### src/logic/ospm_pkg.sv
// Package: constants, object map and carrier types of the safe-state and mapping block
// Operation
// - A mailbox request is served before any other pending work, so a cyclic update waits behind it.
// - In buffered mode both sides share one data area; a master frame meeting a mailbox request is parked and written once the request ends.
// - Exchanges in both modes are arbitrated so that simultaneous accesses never tear shared data.
// - Cyclic communication with the master is supervised and an aborted exchange is detected.
// - Outside the operational state every output takes its substitute value instead of cyclic data.
// - Safe-state mode 00 forces outputs low (default), 01 high, 02 holds the last value, 03 uses a pattern.
// - The substitute pattern, one bit per output, is used only while the safe-state mode is 03.
// - Safe-state mode and pattern may be written only in pre-operational; other writes are refused.
// - The factory-reset request holds 00 for normal (default) or 01 for a request; other codes are reserved.
// - A pending factory-reset request acts only at the next device restart.
// - A 4-byte status word is placed in the transmitted cyclic image beside the input data.
// - The output receive mapping reads 5000 in bits 31-16, subindex 01 in bits 15-8 and length 8.
// - The input transmit mapping reads 4000 in bits 31-16, subindex 01 in bits 15-8 and length 8.
// - The status transmit mapping reads 4001 in bits 31-16, subindex 01 in bits 15-8 and length 32.
package ospm_pkg;

  // ----------------------------------------------------------------
  // Object indices and subindices
  // ----------------------------------------------------------------
  localparam logic [15:0] IDX_RX_MAP     = 16'h1600;
  localparam logic [15:0] IDX_IN_MAP     = 16'h1a00;
  localparam logic [15:0] IDX_STAT_MAP   = 16'h1a01;
  localparam logic [15:0] IDX_SAFE_MODE  = 16'h2100;
  localparam logic [15:0] IDX_SAFE_VALS  = 16'h2102;
  localparam logic [15:0] IDX_FACT_RESET = 16'h2f00;
  localparam logic [15:0] IDX_IN_OBJ     = 16'h4000;
  localparam logic [15:0] IDX_STAT_OBJ   = 16'h4001;
  localparam logic [15:0] IDX_OUT_OBJ    = 16'h5000;
  localparam logic [7:0]  SUB_COUNT      = 8'h00;
  localparam logic [7:0]  SUB_ENTRY      = 8'h01;

  // ----------------------------------------------------------------
  // Mapping contents
  // ----------------------------------------------------------------
  localparam logic [7:0]  LEN_BYTE       = 8'h08;
  localparam logic [7:0]  LEN_STATUS     = 8'h20;
  localparam logic [7:0]  CNT_IO_MAP     = 8'h02;
  localparam logic [7:0]  CNT_STAT_MAP   = 8'h01;
  localparam logic [7:0]  CNT_SAFE_VALS  = 8'h01;

  // ----------------------------------------------------------------
  // Codes and reset values
  // ----------------------------------------------------------------
  localparam logic [7:0]  FR_NORMAL      = 8'h00;
  localparam logic [7:0]  FR_REQUEST     = 8'h01;
  localparam logic [7:0]  SAFE_RST       = 8'h00;

  typedef enum logic [7:0] {
    SAFE_LOW     = 8'h00,
    SAFE_HIGH    = 8'h01,
    SAFE_HOLD    = 8'h02,
    SAFE_PATTERN = 8'h03
  } ospm_safe_t;

  typedef enum logic [3:0] {
    AL_INIT   = 4'h1,
    AL_PREOP  = 4'h2,
    AL_BOOT   = 4'h3,
    AL_SAFEOP = 4'h4,
    AL_OP     = 4'h8
  } ospm_al_t;

  // ----------------------------------------------------------------
  // Supervision timing
  // ----------------------------------------------------------------
  localparam int unsigned CLK_KHZ       = 10000;
  localparam int unsigned WDOG_TIME_MS  = 100;
  localparam int unsigned WDOG_CYC_DEF  = WDOG_TIME_MS * CLK_KHZ;

  // ----------------------------------------------------------------
  // Carriers
  // ----------------------------------------------------------------
  typedef struct packed {
    logic        valid;
    logic        write;
    logic [15:0] index;
    logic [7:0]  subIndex;
    logic [31:0] wdata;
  } ospm_mbx_req_t;

  typedef struct packed {
    logic        valid;
    logic        abort;
    logic [31:0] rdata;
  } ospm_mbx_rsp_t;

  typedef struct packed {
    logic [31:0] status;
    logic [7:0]  inputs;
  } ospm_tx_image_t;

endpackage

### src/logic/ospm_watchdog.sv
// Module: supervision of the cyclic exchange with the master
module ospm_watchdog
  import ospm_pkg::*;
#(
  parameter int unsigned CYCLES = WDOG_CYC_DEF
) (
  // Clock and reset
  input  wire logic clock,
  input  wire logic sys_rst,
  // Supervision
  input  wire logic armed,
  input  wire logic kick,
  output logic      expired
);

  localparam int unsigned CW = $clog2(CYCLES + 1);
  localparam logic [CW-1:0] LIMIT = CW'(CYCLES);

  logic [CW-1:0] count_q;

  // Idle counter, restarted by every cyclic frame
  always_ff @(posedge clock or posedge sys_rst) begin
    if (sys_rst) begin
      count_q <= '0;
    end else if (!armed || kick) begin
      count_q <= '0;
    end else if (count_q != LIMIT) begin
      count_q <= count_q + CW'(1);
    end
  end

  // Failure flag; a fresh frame clears it so a recovered link resumes
  always_ff @(posedge clock or posedge sys_rst) begin
    if (sys_rst) begin
      expired <= 1'b0;
    end else if (!armed || kick) begin
      expired <= 1'b0;
    end else if (count_q == LIMIT) begin
      expired <= 1'b1;
    end
  end

endmodule

### src/logic/ospm_top.sv
// Module: safe-state output handling, mapping objects and mailbox object access
module ospm_top
  import ospm_pkg::*;
#(
  parameter int unsigned NUM_OUT     = 4,
  parameter int unsigned WDOG_CYCLES = WDOG_CYC_DEF
) (
  // Clock and reset
  input  wire logic           clock,
  input  wire logic           sys_rst,
  // Fieldbus state and restart
  input  wire logic [3:0]     alState,
  input  wire logic           devRestart,
  // Cyclic exchange
  input  wire logic           cycValid,
  input  wire logic [7:0]     cycOutData,
  input  wire logic [7:0]     inData,
  input  wire logic [31:0]    ioStatus,
  // Mailbox object access
  input  wire ospm_mbx_req_t  mbxReq,
  output ospm_mbx_rsp_t       mbxRsp,
  // Process image and outputs
  output ospm_tx_image_t      txImage,
  output logic                txValid,
  output logic [NUM_OUT-1:0]  digOut,
  // Status
  output logic                commFail,
  output logic                factoryResetDo,
  output logic                factoryResetPend
);

  // ----------------------------------------------------------------
  // Helpers
  // ----------------------------------------------------------------

  // Builds a mapping entry word: index, subindex, bit length
  // All three mapping objects use this layout
  function automatic logic [31:0] mapEntry(
    input logic [15:0] idx,
    input logic [7:0]  sub,
    input logic [7:0]  len
  );
    mapEntry = {idx, sub, len};
  endfunction

  // True when a written word fits an 8-bit code not above the limit
  // Shared by both code objects so their checks cannot drift apart
  function automatic logic codeFits(
    input logic [31:0] wd,
    input logic [7:0]  maxCode
  );
    codeFits = (wd[31:8] == 24'h000000) && (wd[7:0] <= maxCode);
  endfunction

  // ----------------------------------------------------------------
  // State
  // ----------------------------------------------------------------
  // Stored configuration
  ospm_safe_t          safeMode_q;
  logic [NUM_OUT-1:0]  pattern_q;
  logic [7:0]          factReq_q;

  // Shared output area and parked frame
  logic [7:0]          outBuf_q;
  logic                cycPend_q;
  logic [7:0]          cycData_q;

  // Registers behind the ports
  ospm_mbx_rsp_t       rsp_q;
  ospm_tx_image_t      tx_q;
  logic                txValid_q;
  logic [NUM_OUT-1:0]  digOut_q;
  logic                resetDo_q;

  // Supervision result
  logic                wdogExpired;

  // Decode of the current request
  logic                known;
  logic                writable;
  logic                preopOnly;
  logic                codeOk;
  logic [31:0]         rdData;

  // Access decision
  logic                refuse;
  logic                wrAccept;

  // Output selection
  logic                applyCyc;
  logic [7:0]          applyData;
  logic                runMode;
  logic [NUM_OUT-1:0]  safeVec;

  // ----------------------------------------------------------------
  // Supervision of the cyclic exchange
  // ----------------------------------------------------------------

  // Armed only in operational; frames are watched as they arrive,
  // not after the mailbox deferral, so a busy mailbox cannot fake a loss
  ospm_watchdog #(
    .CYCLES (WDOG_CYCLES)
  ) uWatchdog (
    .clock   (clock),
    .sys_rst (sys_rst),
    .armed   (alState == AL_OP),
    .kick    (cycValid),
    .expired (wdogExpired)
  );

  // ----------------------------------------------------------------
  // Mailbox object decode
  // ----------------------------------------------------------------

  // Read data and access rights of the addressed object
  always_comb begin
    known     = 1'b0;
    writable  = 1'b0;
    preopOnly = 1'b0;
    codeOk    = 1'b1;
    rdData    = '0;
    case (mbxReq.index)
      // Mapping objects: fixed words, never written
      IDX_RX_MAP: begin
        if (mbxReq.subIndex == SUB_COUNT) begin
          known  = 1'b1;
          rdData = {24'h000000, CNT_IO_MAP};
        end else if (mbxReq.subIndex == SUB_ENTRY) begin
          known  = 1'b1;
          rdData = mapEntry(IDX_OUT_OBJ, SUB_ENTRY, LEN_BYTE);
        end
      end
      IDX_IN_MAP: begin
        if (mbxReq.subIndex == SUB_COUNT) begin
          known  = 1'b1;
          rdData = {24'h000000, CNT_IO_MAP};
        end else if (mbxReq.subIndex == SUB_ENTRY) begin
          known  = 1'b1;
          rdData = mapEntry(IDX_IN_OBJ, SUB_ENTRY, LEN_BYTE);
        end
      end
      IDX_STAT_MAP: begin
        if (mbxReq.subIndex == SUB_COUNT) begin
          known  = 1'b1;
          rdData = {24'h000000, CNT_STAT_MAP};
        end else if (mbxReq.subIndex == SUB_ENTRY) begin
          known  = 1'b1;
          rdData = mapEntry(IDX_STAT_OBJ, SUB_ENTRY, LEN_STATUS);
        end
      end
      // Safe-state mode, a single-subindex object
      IDX_SAFE_MODE: begin
        if (mbxReq.subIndex == SUB_COUNT) begin
          known     = 1'b1;
          writable  = 1'b1;
          preopOnly = 1'b1;
          rdData    = {24'h000000, safeMode_q};
          codeOk    = codeFits(mbxReq.wdata, SAFE_PATTERN);
        end
      end
      // Substitute pattern; its count is read-only
      IDX_SAFE_VALS: begin
        if (mbxReq.subIndex == SUB_COUNT) begin
          known  = 1'b1;
          rdData = {24'h000000, CNT_SAFE_VALS};
        end else if (mbxReq.subIndex == SUB_ENTRY) begin
          known     = 1'b1;
          writable  = 1'b1;
          preopOnly = 1'b1;
          rdData    = {{(32 - NUM_OUT){1'b0}}, pattern_q};
          codeOk    = (mbxReq.wdata[31:8] == 24'h000000);
        end
      end
      // Factory-reset request, writable in any state
      IDX_FACT_RESET: begin
        if (mbxReq.subIndex == SUB_COUNT) begin
          known    = 1'b1;
          writable = 1'b1;
          rdData   = {24'h000000, factReq_q};
          codeOk   = codeFits(mbxReq.wdata, FR_REQUEST);
        end
      end
      default: begin
        known = 1'b0;
      end
    endcase
  end

  // Refusal: unknown object, read-only target, wrong state or bad code
  assign refuse = !known
                || (mbxReq.write && !writable)
                || (mbxReq.write && preopOnly && (alState != AL_PREOP))
                || (mbxReq.write && !codeOk);

  // Only accepted writes reach the stored objects;
  // a refused one leaves every stored object untouched
  assign wrAccept = mbxReq.valid && mbxReq.write && !refuse;

  // Mailbox answer, one cycle after the request
  always_ff @(posedge clock or posedge sys_rst) begin
    if (sys_rst) begin
      rsp_q <= '0;
    end else begin
      rsp_q.valid <= mbxReq.valid;
      rsp_q.abort <= mbxReq.valid && refuse;
      rsp_q.rdata <= (mbxReq.valid && !mbxReq.write && !refuse) ? rdData : '0;
    end
  end

  // ----------------------------------------------------------------
  // Configuration objects
  // ----------------------------------------------------------------

  // Safe-state mode; the stored code is always one of the four legal ones
  always_ff @(posedge clock or posedge sys_rst) begin
    if (sys_rst) begin
      safeMode_q <= SAFE_LOW;
    end else if (wrAccept && (mbxReq.index == IDX_SAFE_MODE)) begin
      safeMode_q <= ospm_safe_t'(mbxReq.wdata[7:0]);
    end
  end

  // Substitute pattern, one bit per output
  // Bits above the output count up to bit 7 are dropped and read back as 0; a write with any of bits 31-8 set is refused
  always_ff @(posedge clock or posedge sys_rst) begin
    if (sys_rst) begin
      pattern_q <= '0;
    end else if (wrAccept && (mbxReq.index == IDX_SAFE_VALS)) begin
      pattern_q <= mbxReq.wdata[NUM_OUT-1:0];
    end
  end

  // Factory-reset request: consumed by a restart, never acted on at once.
  // A write in the restart cycle still lands, so it is not lost.
  always_ff @(posedge clock or posedge sys_rst) begin
    if (sys_rst) begin
      factReq_q <= FR_NORMAL;
      resetDo_q <= 1'b0;
    end else begin
      resetDo_q <= devRestart && (factReq_q == FR_REQUEST);
      if (devRestart) begin
        factReq_q <= FR_NORMAL;
      end
      if (wrAccept && (mbxReq.index == IDX_FACT_RESET)) begin
        factReq_q <= mbxReq.wdata[7:0];
      end
    end
  end

  // ----------------------------------------------------------------
  // Buffered cyclic exchange
  // ----------------------------------------------------------------

  // A frame meeting a mailbox request is parked and applied afterwards;
  // only the newest parked frame is kept since older data is stale
  always_ff @(posedge clock or posedge sys_rst) begin
    if (sys_rst) begin
      cycPend_q <= 1'b0;
      cycData_q <= '0;
    end else if (mbxReq.valid) begin
      if (cycValid) begin
        cycPend_q <= 1'b1;
        cycData_q <= cycOutData;
      end
    end else begin
      cycPend_q <= 1'b0;
    end
  end

  // Frames go through only in cycles free of mailbox work
  assign applyCyc  = !mbxReq.valid && (cycValid || cycPend_q);

  // A live frame is newer than a parked one
  assign applyData = cycValid ? cycOutData : cycData_q;

  // Shared output area: the master's frame is taken whole in one edge,
  // so the device side never sees half old, half new data
  always_ff @(posedge clock or posedge sys_rst) begin
    if (sys_rst) begin
      outBuf_q <= '0;
    end else if (applyCyc) begin
      outBuf_q <= applyData;
    end
  end

  // Transmitted image: inputs plus the status word, captured atomically
  // Both halves come from one edge, so they always belong together
  always_ff @(posedge clock or posedge sys_rst) begin
    if (sys_rst) begin
      tx_q      <= '0;
      txValid_q <= 1'b0;
    end else begin
      txValid_q <= applyCyc;
      if (applyCyc) begin
        tx_q.inputs <= inData;
        tx_q.status <= ioStatus;
      end
    end
  end

  // ----------------------------------------------------------------
  // Output drive
  // ----------------------------------------------------------------

  // Cyclic data drives the pins only in a healthy operational state
  assign runMode = (alState == AL_OP) && !wdogExpired;

  // Substitute value per output
  // An unknown mode code falls back to low, the safe level
  for (genvar i = 0; i < NUM_OUT; i++) begin : gSafe
    always_comb begin
      case (safeMode_q)
        SAFE_LOW:     safeVec[i] = 1'b0;
        SAFE_HIGH:    safeVec[i] = 1'b1;
        SAFE_HOLD:    safeVec[i] = digOut_q[i];
        SAFE_PATTERN: safeVec[i] = pattern_q[i];
        default:      safeVec[i] = 1'b0;
      endcase
    end
  end

  // Output register; holds are taken from its own value, so mode 02
  // freezes whatever was on the pins when the link dropped
  always_ff @(posedge clock or posedge sys_rst) begin
    if (sys_rst) begin
      digOut_q <= '0;
    end else if (runMode) begin
      digOut_q <= outBuf_q[NUM_OUT-1:0];
    end else begin
      digOut_q <= safeVec;
    end
  end

  // ----------------------------------------------------------------
  // Port drive
  // ----------------------------------------------------------------
  // Every port is a register output
  assign mbxRsp           = rsp_q;
  assign txImage          = tx_q;
  assign txValid          = txValid_q;
  assign digOut           = digOut_q;
  assign commFail         = wdogExpired;
  assign factoryResetDo   = resetDo_q;
  assign factoryResetPend = factReq_q[0];

endmodule

### config.mk
export PLATFORM = sky130hd
export DESIGN_NAME = ospm_top
export DESIGN_NICKNAME = d
export VERILOG_FILES = /design/src/logic/ospm_pkg.sv /design/src/logic/ospm_watchdog.sv /design/src/logic/ospm_top.sv
export SDC_FILE = /design/constraint.sdc
export NUM_CORES = 1
export LEC_CHECK = 0
export CORE_ASPECT_RATIO = 1.4
export CORE_MARGIN = 1
export CORE_UTILIZATION = 68
export DETAILED_ROUTE_END_ITERATION = 10
export DONT_BUFFER_PORTS = 1
export GPL_ROUTABILITY_DRIVEN = 0
export PLACE_DENSITY = 0.84
export SETUP_SLACK_MARGIN = 0.1
export SLEW_MARGIN = 0
export SYNTH_ARGS = -nofsm -noshare
export SYNTH_HDL_FRONTEND = slang
export SYNTH_HIERARCHICAL = 1
export SYNTH_SLANG_ARGS = --single-unit
### constraint.sdc
create_clock -name clock -period 4.95 [get_ports clock]
set_clock_uncertainty 0.05 [all_clocks]
set_input_delay 0.495 -clock clock [delete_from_list [all_inputs] [get_ports clock]]
set_output_delay 0.495 -clock clock [all_outputs]
set_load 0.05 [all_outputs]
; ---- Yosys cells after proc, flatten, opt, wreduce, memory -nomap -nowiden
; Index checks and enable logic that the tools add are counted.
; Widths: inputs -> output; s select.
[totals]
register_bits = 134
inputBits = 114
output_inout_bits = 82
elab_cells = 111
[op_classes]
addsub = 1
magnitude_cmp = 2
n_eq_ne = 17
n_mux = 38
reduce_logical = 37
[op_table]
columns = op, n
row1 = $mux 31, 6
row2 = $pmux 31 s6, 1
row3 = $eq 16x13->1 const B, 3
row4 = $eq 16x14->1 const B, 3
row5 = $mux 20, 2
row6 = $mux 8, 5
row7 = $mux 32, 1
row8 = $eq 8x1->1 const B, 3
row9 = $logic_not 24->1, 1
row10 = $add 20x1->20 const B, 1
row11 = $eq 20x20->1 const B, 1
row12 = $ne 20x20->1 const B, 1
row13 = $logic_and 1x1->1, 17
row14 = $eq 8x2->1 const B, 2
row15 = $pmux 1 s3, 5
row16 = $mux 1, 12
row17 = $mux 4, 3
row18 = $le 8x1->1 const B, 1
row19 = $le 8x2->1 const B, 1
row20 = $logic_not 1->1, 8
row21 = $logic_not 8->1, 1
row22 = $pmux 1 s2, 3
row23 = $reduce_bool 2->1, 3
row24 = $logic_or 1x1->1, 5
row25 = other kinds (5), 6

; ---- Depth between registers and ports, before layout
; Gate-level depths: netlist of the first run.
[depth]
ltp_word = 13
depth_mapped = 7

; ---- Modules after synthesis
; The synthesis of the first run kept the hierarchy.
[modules_own_cells]
columns = module, n_inst, cells_each, area_per_inst_um2, seq_area_each_um2
row1 = ospm_top, 1, 431, 4136.5, 2202.1
row2 = ospm_watchdog, 1, 118, 1126.1, 525.5

; ---- Worst setup path before layout of the first run
; Ideal clock, no wire load.
[synth_path]
path_type = in2reg
startpoint = input port mbxReq[37] (netlist bit)
endpoint = register safeMode_q[0]
setup_ns = 0.125
arrival_time_ns = 2.565
required_time_ns = 4.775
path_slack_ns = 2.210
path_stages = 6
path_cell_list = or4_4 -> nor4_4 -> nand3_2 -> or4_4 -> nor3_4 -> mux2_2
[synth_between]
elab_chain_cells = 12
elab_cells_between_ends = 27
cone_classes = eq/ne (1) / mux (12) / reduce/logical (14)
[synth_lines]
columns = item, line
row1 = from (decl), ospm_top.sv:20  ; input wire ospm_mbx_req_t mbxReq,
row2 = $eq 8x1->1, --
row3 = $mux 1, --
row4 = $mux 1, ospm_top.sv:163  ; if (mbxReq.subIndex == SUB_COUNT) begin
row5 = $pmux 1 s2, ospm_top.sv:122  ; case (mbxReq.index)
row6 = $logic_not 1->1, ospm_top.sv:191  ; || (mbxReq.write && !writable)
row7 = $logic_and 1x1->1, ospm_top.sv:191
row8 = $logic_or 1x1->1, ospm_top.sv:191
row9 = $logic_or 1x1->1, ospm_top.sv:192  ; || (mbxReq.write && preopOnly && (alState != AL_PREOP))
row10 = $logic_or 1x1->1 (*), ospm_top.sv:193  ; || (mbxReq.write && !codeOk);
row11 = $logic_not 1->1 (*), ospm_top.sv:197  ; assign wrAccept = mbxReq.valid && mbxReq.write && !refuse;
row12 = $logic_and 1x1->1 (*), ospm_top.sv:197
row13 = $logic_and 1x1->1 (*), ospm_top.sv:218  ; end else if (wrAccept && (mbxReq.index == IDX_SAFE_MODE)) begin
row14 = to (signal assigned), ospm_top.sv:219  ; safeMode_q <= ospm_safe_t'(mbxReq.wdata[7:0]);
row15 = to (decl), ospm_top.sv:59  ; ospm_safe_t safeMode_q;
; Mark *: on every way between the ends. The rest lies on a longest branch, timed or not.
; A chain may end at the register's enable or synchronous reset.

; ---- Final worst setup path of the first run
[layout_path]
startpoint = input port mbxReq[47] (netlist bit)
endpoint = register rsp_q (netlist bit mbxRsp[0])
[layout_between]
elab_chain_cells = 11
elab_cells_between_ends = 26
cone_classes = eq/ne (6) / mux (6) / reduce/logical (14)
[layout_lines]
columns = item, line
row1 = $eq 16x14->1, ospm_top.sv:122
row2 = $reduce_or 2->1 (no source line), --
row3 = $pmux 1 s2, ospm_top.sv:122
row4 = $logic_not 1->1, ospm_top.sv:191
row5 = $logic_and 1x1->1, ospm_top.sv:191
row6 = $logic_or 1x1->1, ospm_top.sv:191
row7 = $logic_or 1x1->1, ospm_top.sv:192
row8 = $logic_or 1x1->1, ospm_top.sv:193
row9 = $logic_not 1->1, ospm_top.sv:206  ; rsp_q.rdata <= (mbxReq.valid && !mbxReq.write && !refuse) ? rdData : '0;
row10 = $logic_and 1x1->1, ospm_top.sv:206
row11 = $mux 32 (*), ospm_top.sv:206
row12 = to (decl), ospm_top.sv:69  ; ospm_mbx_rsp_t rsp_q;
; Marks and branches as above.

==> summary.md, run 1 <==
| Metric | Value |
|---|---|
| Core area | `0.007407 mm2` |
| P_leak | `roughly 2.5 nW` |
| Largest area contributor in the netlist | `dfrtp_1` |
| Die area | `0.008100 mm2` |
| Hold-fix buffers, CTS | `0` |
| Row cnt | `37` |
| Layout net count | `around 660` |
| First-pass DRT Iterations | `4` |
| Status | `completed` |
| Max-cap violation count | `0` |
| CTS tree | `built` |
| Ys flop type | `dfrtp_1` |
| CP Capture Type | `register` |
| Die height | `between 100 and 150 um` |
| Combinational share of power | `between 7 and 8%` |
| CP Launch Type | `input port` |
| Worst Hold Class | `in -> async` |
| Yosys cell types | `66` |
| Synth top area share | `51.83%` |
| Total congestion overflow | `0` |
| Port Buf Inserts | `0` |
| Routed len/inst | `17.03 um` |
| Avg Inst Size Synth | `roughly 9.6 um2` |
| H-tree levels | `3` |
| Area Overhead vs Synth | `3.804%` |
| Flops & latches, synth | `~110` |
| Final-report hold violation count | `0` |
| Number of I/O pins | `~200` |
| Largest net degree at the start of global routing | `between 80 and 90` |
| Ant diodes | `0` |
| Setup-failing EPs final | `0` |
| Clock Tree Root | `clkbuf_8` |
| Layout cells sized above 1 | `under 10%` |
| Final setup TNS | `0 ps` |
| Hold Worst Slack | `approximately 99 ps` |
| Vias in the first global route | `3,791` |
| RSZ-0062 raised after global routing | `no` |
| DRT iter0 DRCs | `roughly 260` |
| Antenna violations before repair | `0` |
| CTS resizes | `0` |
| WP data required | `~5000 ps` |
| Critical Path AT | `2800 ps` |
| Sw frac | `a little under a third` |
| First-pass GRT wire length | `between 15 and 20 mm` |
| Initial Util | `slightly above 70%` |
| Power per Cell Area | `roughly 340 mW/mm2` |
| Wire length after detailed routing | `around 11 mm` |
| Crit path time final | `around 2600 ps` |
| Post-CTS Repair Setup Buffers | `0` |
| Max Clk Rate | `0.3797 GHz` |
| Number of remaining DRC errors | `0` |
| Clk slew on worst S/H paths | `around 100 ps` |
| Post-synth ARST share | `100.0%` |
| Cell Area, Synth | `between 0.005 and 0.006 mm2` |
| Clock Path Buffers | `2` |
| Detailed placer's ending HPWL | `roughly 8.1 mm` |
| Final Cycle Share | `53.21%` |
| Worst-margin pin slew | `~1200 ps` |
| Worst VDD drop | `around 0.31 mV` |
| Synth area leaders | `dfrtp_1 (52%), nand2_1 (10%), buf_4 (3.0%)` |
| Slew Limit Headroom | `approximately 22%` |
| Fin util | `between 70% and 80%` |
| Seq pwr share | `between 60% and 70%` |
| Pre-CTS setup slack | `around 2000 ps` |
| CTS Buf Count | `9` |
| Syn Inst Count | `549` |
| Critical Path Fanout Max | `11` |
| Via count | `3,896` |
| WS Path Type | `in -> reg` |
| Pint | `1.284 mW` |
| Seq/Total Area, Yosys | `~52%` |
| Die width | `76.35 um` |
| Vias per cell | `around 6.1` |
| Clk network pwr share | `31.7%` |
| Clk_lat worst skew | `360 ps` |
| GRT Total Usage | `28.16%` |
| Fin. max-slew vios | `0` |
| Final WS setup | `~2300 ps` |
| Yosys Warn Count | `6` |
| Sw Pwr | `0.5934 mW` |
| Clock sink count | `109` |
| Post-synth EDFFs | `0` |
| Number of routed nets with antenna violations | `0` |
[layout by cell type (no fill, tap or decap), types with 12 or more instances in the layout]
cell / n
a21oi_1: 20
nand4_1: 15
nor4_1: 12
dfrtp_1: 109
conb_1: 20
nor2_1: 28
nand2_1: 146
[worst max-delay path: stages]
cell and delay, ps:
nor4_2 460, nand2_1 170, o32ai_1 470, mux2_2 250, o2111ai_1 450, a2111oi_0 510
[final cells by class]
| class | instances | area (um2) |
|---|---|---|
| Clock buffer | 10 | 137.6 |
| Clock inverter | 6 | 91.34 |
| Fill cell | 562 | 1944 |
| Inverter | 12 | 46.29 |
| Multi-Input combinational cell | 406 | 2331 |
| Sequential cell | 109 | 2728 |
| Tap cell | 97 | 121.4 |
| Timing Repair Buffer | 1 | 7.507 |
[power by group through the flow]
stage | logic [mW] | clock network (mW) | registers [mW]
global placement | 0.132 | 0 | 1.16
CTS | 0.141 | 0.608 | 1.14
floorplan | 0.137 | 0 | 1.15
finish | 0.138 | 0.595 | 1.14
global route | 0.159 | 0.640 | 1.15
detailed placement | 0.142 | 0 | 1.16
[synthesized netlist by cell type (all sizes together) (3+ instances only)]
| cell type | number |
|---|---|
| nor4bb | 3 |
| nand3 | 12 |
| inv | 12 |
| and4 | 5 |
| nor3 | 13 |
| nor2b | 7 |
| nand2b | 4 |
| buf | 24 |
| dfrtp | 109 |
| and2b | 6 |
| a21oi | 20 |
| mux2 | 12 |
| o21ai | 12 |
| a22oi | 5 |
| a211oi | 4 |
| and2 | 3 |
| nor4 | 16 |
| or4 | 8 |
| nor4b | 3 |
| nor3b | 9 |
| mux2i | 4 |
| xor2 | 10 |
| nand4 | 16 |
| or2 | 4 |
| clkbuf | 17 |
| or3 | 6 |
| o31ai | 3 |
| nor2 | 28 |
| nand2 | 146 |
[sequential cells by signal, indices dropped and copies added (netlist names)]
signal	count
outBuf_q	4
txValid	1
txImage	40
factReq_q	8
digOut	4
uWatchdog/count_q	20
cycPend_q	1
mbxRsp	13
cycData_q	4
pattern_q	4
uWatchdog/expired	1
safeMode_q	8
factoryResetDo	1
[logic make-up after synthesis]
family          Yosys count  synth area share [%]
buf+inv                  53                 5.444
xor+xnor                 10                 1.664
compound gates           62                 7.679
fa+ha+maj                 2                0.4754
simple gates            296                 29.51
mux                      16                 3.329
other cells               1               0.07126
flops                   109                 51.83
[path summary, 6_finish.rpt]
kind / start / endpoint / slack (ps) / depth (start not counted)
min in group clock: mbxReq[57] / mbxRsp[33] / 100 / 0
max in group asynchronous: sys_rst / factReq_q[1] / 3890 / 2
worst min-delay path: sys_rst / uWatchdog/count_q[17] / 100 / 1
worst max-delay path: mbxReq[47] / mbxRsp[0] / 2320 / 6
worst max register to register: cycPend_q / txImage[28] / 2440 / 4
worst min register to register: factReq_q[6] / factoryResetDo / 410 / 1
[layer usage]
layer,routed length (um),vias up,track usage [%]
li1,-,1836,-
met1,4261,1873,34.55
met2,5688,175,47.30
met3,805,12,8.326
met4,160,0,10.16
met5,0,-,0
[per-stage QoR]
stage | power [mW] | cell area [um2] | cells
after detailed placement | 1.303 | 5234 | 625
after floorplan | 1.287 | 5334 | 568
after CTS | 1.893 | 5463 | 641
after global placement | 1.292 | 5234 | 625
final | 1.878 | 5463 | 641
after global routing | 1.950 | 5463 | 641
No activity file was read; power rests on OpenSTA's default activity.
==> inputs of run 2 (changes only) <==
ABC_AREA = 1   (was not set)
CORE_UTILIZATION = 64   (was 68)
PLACE_DENSITY = 0.8   (was 0.84)
clock period = 2.53 ns   (was 4.95 ns; I/O delays follow)
==> run 2 against run 1 <==
- cell count increased by 35%
- via count increased by 24%
- register-to-register slack got worse by 1600 ps
- total power increased by 120%
- worst hold slack got worse by 95 ps
- area after synthesis increased by 5.1%
- clock power increased by 150%
- setup slack got worse by 1500 ps
- count of clock-buffer cells in the layout increased by 1
- routed wire length increased by 24%
- critical path type unchanged
- largest cell class unchanged
- largest power group unchanged
- highest routed layer unchanged
==> summary.md, run 2 <==
| Metric | Value |
|---|---|
| Status | `completed` |
| Worst VDD drop | `0.7459 mV (+140%)` |
| Crit path time final | `~1700 ps` |
| Port Buf Inserts | `0 (unchanged)` |
| Initial Util | `66.70% (-4.4 points)` |
| P_leak | `3.182 nW (+29%)` |
| Critical Path Fanout Max | `44 (+33)` |
| Core area | `0.008295 mm2 (+12%)` |
| M1 WL | `4.804 mm (+13%)` |
| Final setup TNS | `0 ps (unchanged)` |
| Layout net count | `877 (+34%)` |
| Clk_lat worst skew | `350 ps (about the same)` |
| Final Cycle Share | `between 60% and 70%` |
| Clock Tree Root | `clkbuf_16` |
| Die area | `0.009026 mm2 (+11%)` |
| GRT Total Usage | `32.21% (+4.0 points)` |
| Worst-margin pin slew | `946.7 ps (-205.1 ps)` |
| Final-report hold violation count | `0 (unchanged)` |
| Number of I/O pins | `196 (unchanged)` |
| First-pass GRT wire length | `22.26 mm (+25%)` |
| Post-synth ARST share | `100.0% (unchanged)` |
| Synth area leaders | `dfrtp_1 (49%), nand2_1 (17%), nor2_1 (6.0%)` |
| DRT iter0 DRCs | `337 (+32%)` |
| Die width | `80.58 um (+5.5%)` |
| Max-cap violation count | `0 (unchanged)` |
| Count leader, synth | `nand2_1` |
| Clock Path Buffers | `2 (unchanged)` |
| Clock sink count | `109 (unchanged)` |
| Largest net degree at the start of global routing | `46 (-48%)` |
| Critical Path AT | `1940 ps (-860 ps)` |
| Yosys cell types | `37 (-44%)` |
| Hold Worst Slack | `4.221 ps (-94.57 ps)` |
| Worst Hold Class | `in -> reg` |
| Ys flop type | `dfrtp_1` |
| WS Path Type | `in -> reg` |
| Row cnt | `39 (+5.4%)` |
| CTS resizes | `0 (unchanged)` |
| H-tree levels | `3 (unchanged)` |
| Setup-failing EPs final | `0 (unchanged)` |
| Power per Cell Area | `643.3 mW/mm2 (+87%)` |
| Total congestion overflow | `0 (unchanged)` |
| CP Launch Type | `input port` |
| Die height | `112.0 um (+5.6%)` |
| Commonest cells after routing, fill and taps aside | `nand2_1 (246), dfrtp_1 (109), nor2_1 (89), inv_1 (77), dlygate4sd3_1 (46)` |
| First-pass DRT Iterations | `5 (+1)` |
| Cell Area, Synth | `0.005533 mm2 (+5.1%)` |
| Syn Inst Count | `716 (+30%)` |
| Fillers | `569 (+1.2%)` |
| Avg Inst Size Synth | `7.727 um2 (-19%)` |
| WP data required | `2770 ps (-2340 ps)` |
| Fin. max-slew vios | `0 (unchanged)` |
| Number of remaining DRC errors | `0 (unchanged)` |
| Via count | `4,836 (+24%)` |
| Area Overhead vs Synth | `14.45%` |
| CP Capture Type | `register` |
| Synth top area share | `49.30% (-2.5 points)` |
| Seq/Total Area, Yosys | `49.30% (-2.5 points)` |
| Flops & latches, synth | `109 (unchanged)` |
| RSZ-0062 raised after global routing | `no` |
| Commonest cells in the netlist | `nand2_1 (246), dfrtp_1 (109), nor2_1 (89)` |
| Wire length after detailed routing | `13.56 mm (+24%)` |
| Top layer in use | `met4` |
| Ant diodes | `0 (unchanged)` |
| CTS Buf Count | `9 (unchanged)` |
| Antenna violations before repair | `0 (unchanged)` |
| CTS tree | `built` |
| WL met3 | `931 um (+16%)` |
| Layout cells sized above 1 | `9.008% (+0.37 points)` |
| Detailed placer's ending HPWL | `9.152 mm (+13%)` |
| Met2 wire length | `7.329 mm (+29%)` |
| Max FFs per register | `40 (unchanged)` |
| Yosys Warn Count | `6 (unchanged)` |
| Post-synth EDFFs | `0 (unchanged)` |
| Vias per cell | `5.571 (-8.3%)` |
| Max Clk Rate | `roughly 0.59 GHz` |
| Routed len/inst | `15.62 um (-8.3%)` |
| Largest area contributor in the netlist | `dfrtp_1` |
| Vias in the first global route | `4,872 (+29%)` |
| Number of routed nets with antenna violations | `0 (unchanged)` |
| Slew Limit Headroom | `36.75% (+15 points)` |
| Leading cell type in the layout, fill and taps excluded | `nand2_1` |
| Clk slew on worst S/H paths | `70 ps (-30 ps)` |
run 2: final timing paths:
kind                                    start               endpoint  slack (ps)  cells after the start
worst min-delay path               devRestart         factoryResetDo           4                      2
worst max-delay path               mbxReq[57]            txImage[36]         830                      5
worst max register to register  safeMode_q[7]              digOut[0]         830                      5
worst min register to register   pattern_q[2]           pattern_q[2]         430                      2
min in group asynchronous             sys_rst  uWatchdog/count_q[17]         520                      2
max in group asynchronous             sys_rst              mbxRsp[0]        1180                      3
run 2: metrics by stage:
| stage | setup slack (ps) | total power [mW] | area (um2) | cells | util [%] |
|---|---|---|---|---|---|
| 2_1_floorplan | 986.9 | 2.526 | 5608 | 735 | - |
| 3_3_place_gp | 796.3 | 2.552 | 5563 | 806 | 67.06 |
| 5_1_grt | 658.2 | 4.198 | 6332 | 868 | 76.33 |
| 3_5_place_dp | 740.8 | 2.572 | 5563 | 806 | 67.06 |
| 6_report | 826.6 | 4.074 | 6332 | 868 | 76.33 |
| 4_1_cts | 864.4 | 4.074 | 6332 | 868 | 76.33 |
run 2: timing repair:
action | 4_1_cts | 5_1_grt
endpoints found under the hold margin | 118 | 0
setup buffers | 0 | 0
hold buffers | 46 | 0
run 2: where the power goes:
part | internal, mW | switching (mW)
logic | 0.119 | 0.256
clock network | 0.808 | 0.652
registers | 1.84 | 0.398
run 2: final cells by class:
type	instances	area (um2)	area share (%)
flip-flops and latches	109	2728	43.07
clock inverters	5	66.31	1.047
repair buffers	49	495.5	7.825
clock buffers	11	242.7	3.833
inverters	85	322.8	5.098
well taps	102	127.6	2.015
multi-input cells	507	2350	37.11
run 2: worst max-delay path, stage by stage:
cell	delay (ps)
dlygate4sd3_1	800
a21oi_4	70
inv_2	530
nand2_1	180
nand2_1	100
run 2: layer usage:
metal | vias to the layer above | GRT usage [%]
met5 | - | 0
met4 | 0 | 15.95
met3 | 47 | 8.049
met2 | 207 | 58.25
met1 | 2314 | 33.72
li1 | 2268 | -
run 2: cell families after synthesis:
kind of cell    after synthesis  synth area share (%)
compound gates               57                 5.789
xor+xnor                      2                0.3167
fa+ha+maj                     2                0.4522
buf+inv                     119                 9.656
flops                       109                 49.30
other cells                   1               0.06778
simple gates                426                 34.42
==> inputs of run 3 (changes only) <==
clock period = 1.6 ns   (was 2.53 ns; I/O delays follow)
==> run 3 against run 2 <==
- critical path depth rose by 1
- worst hold slack worse by 25 ps
- largest cell class unchanged
- count of clock-buffer cells in the layout is the same
- total power up 57%
- first-iteration DRC count grew 32%
- combinational power is 74% higher
- the flow now finishes with violations (hold timing)
==> summary.md, run 3 (synthesized netlist as in run 2, its figures left out) <==
| Metric | Value |
|---|---|
| M1 WL | `5.028 mm (+4.7%)` |
| Cell count along the critical path | `6 (+1)` |
| Core area | `0.008295 mm2 (unchanged)` |
| Number of remaining DRC errors | `0 (unchanged)` |
| Placed cell area | `0.005725 mm2 (+2.9%)` |
| Die width | `80.58 um (unchanged)` |
| First-pass DRT Iterations | `5 (unchanged)` |
| CP Cell Sequence | `nor4_2, buf_4, nand4_1, nor2_1, o22ai_1, o21ai_1` |
| Row cnt | `39 (unchanged)` |
| Max Clk Rate | `around 0.67 GHz` |
| Crit path time final | `1492 ps` |
| Worst-margin pin slew | `526.8 ps (-419.9 ps)` |
| Final WS setup | `108.2 ps (-718.4 ps)` |
| HP Start | `cycValid` |
| Fin util | `80.41% (+4.1 points)` |
| Clock Tree Root | `clkbuf_16` |
| Die height | `112.0 um (unchanged)` |
| Hold depth | `3 (+1)` |
| Clock Path Buffers | `2 (unchanged)` |
| Power per Cell Area | `961.5 mW/mm2 (+49%)` |
| Met2 wire length | `7.889 mm (+7.6%)` |
| WS Path Type | `reg -> reg` |
| First-pass GRT wire length | `22.76 mm (+2.2%)` |
| Cell family with most CP delay | `simple AND/OR/NAND/NOR gates` |
| H-tree levels | `3 (unchanged)` |
| CP Launch Type | `register` |
| Worst reg2reg path depth | `6 (+1)` |
| Port Buf Inserts | `0 (unchanged)` |
| Routed len/inst | `15.95 um (+2.1%)` |
| Via count | `5,011 (+3.6%)` |
| Max-cap violation count | `0 (unchanged)` |
| GRT Total Usage | `32.98% (+0.77 points)` |
| Vias in the first global route | `5,071 (+4.1%)` |
| CTS Buf Count | `9 (unchanged)` |
| Area Overhead vs Synth | `20.56%` |
| Hold Worst Slack | `-21.22 ps (-25.44 ps)` |
| Critical path's slowest cell | `dfrtp_1` |
| Final setup TNS | `0 ps (unchanged)` |
| Critical Path AT | `1720 ps (-220 ps)` |
| Clk slew on worst S/H paths | `70 ps (about the same)` |
| Clk_lat worst skew | `350 ps (about the same)` |
| Slew Limit Headroom | `64.88% (+28 points)` |
| Max incr delay on CP | `410 ps (-390 ps)` |
| Final Cycle Share | `between 90% and 100%` |
| Setup-failing EPs final | `0 (unchanged)` |
| Critical R2R Launch | `safeMode_q[4]` |
| DRT iter0 DRCs | `445 (+32%)` |
| Number of routed nets with antenna violations | `0 (unchanged)` |
| WL met3 | `903 um (-3.0%)` |
| Top layer in use | `met4` |
| Die area | `0.009026 mm2 (unchanged)` |
| Failing checks | `hold timing` |
| Total congestion overflow | `0 (unchanged)` |
| Register-to-Register Setup Slack | `110 ps (-720 ps)` |
| RSZ-0062 raised after global routing | `yes` |
| R2r endpoint | `digOut[2]` |
| Critical Path Fanout Max | `4 (-91%)` |
| Worst VDD drop | `0.8746 mV (+17%)` |
| Crit path from | `safeMode_q[4]` |
| Largest net degree at the start of global routing | `89 (+93%)` |
| CTS tree | `built` |
| Status | `finished, violations left` |
| Fin. max-slew vios | `0 (unchanged)` |
| Layout net count | `912 (+4.0%)` |
| WP data required | `1820 ps (-950 ps)` |
| Number of I/O pins | `196 (unchanged)` |
| Wire length after detailed routing | `14.41 mm (+6.2%)` |
| CP Capture Type | `register` |
| Leading cell type in the layout, fill and taps excluded | `nand2_1` |
| Max FFs per register | `40 (unchanged)` |
| Commonest cells after routing, fill and taps aside | `nand2_1 (245), dfrtp_1 (108), nor2_1 (87), inv_1 (76), dlygate4sd3_1 (55)` |
| Final-report hold violation count | `1 (+1)` |
| End point of the critical path | `digOut[2]` |
| Antenna violations before repair | `0 (unchanged)` |
| Fin area | `0.006670 mm2 (+5.3%)` |
| CP bufs+invs | `1 (-1)` |
| Detailed placer's ending HPWL | `9.429 mm (+3.0%)` |
| Initial Util | `66.70% (unchanged)` |
| Worst Hold Class | `in -> reg` |
| Ant diodes | `0 (unchanged)` |
| Clock sink count | `109 (unchanged)` |
| Layout cells sized above 1 | `13.23% (+4.2 points)` |
| Vias per cell | `5.549 (-0.40%)` |
| Pre-CTS setup slack | `-131.4 ps (-872.2 ps)` |
| P_leak | `3.349 nW (+5.3%)` |
[run 3: worst min-delay path by stage]
stage,to
final,outBuf_q[2]
after global routing,outBuf_q[2]
after CTS,outBuf_q[0]
after detailed placement,uWatchdog/count_q[19]
after global placement,uWatchdog/count_q[17]
after floorplan,uWatchdog/count_q[0]
[run 3: per-layer routing]
| metal | vias up | global-route usage [%] |
|---|---|---|
| met1 | 2370 | 35.65 |
| met3 | 61 | 7.154 |
| li1 | 2340 | - |
| met2 | 240 | 58.64 |
| met5 | - | 0 |
| met4 | 0 | 17.62 |
[run 3: report_power, final]
| part | internal [mW] | total [mW] | switching [mW] |
|---|---|---|---|
| sequential | 2.91 | 3.54 | 0.630 |
| clock | 1.18 | 2.22 | 1.04 |
| combinational | 0.226 | 0.654 | 0.428 |
[run 3: stage by stage]
step	total power, mW	instances
floorplan	3.994	735
global placement	4.045	826
detailed placement	4.082	826
CTS	6.395	896
global route	6.643	903
finish	6.414	903
[run 3: worst min-delay path, cell delays in order]
cell     delay (ps)
o21ai_1          70
nand2_1          70
nand2_1          40
[run 3: final cells by class]
class | count | area (um2)
repair buffers | 84 | 793.3
well taps | 102 | 127.6
clock buffers | 11 | 252.7
inverters | 85 | 325.3
clock inverters | 5 | 47.55
flip-flops and latches | 109 | 2729
multi-input cells | 507 | 2395
fillers | 524 | 1625
[run 3: repair_timing]
item,in CTS,in global routing
resized for setup,0,19
endpoints found under the setup margin,0,60
buffers inserted,0,6
hold buffers,54,1
hold endpoints to repair,166,2
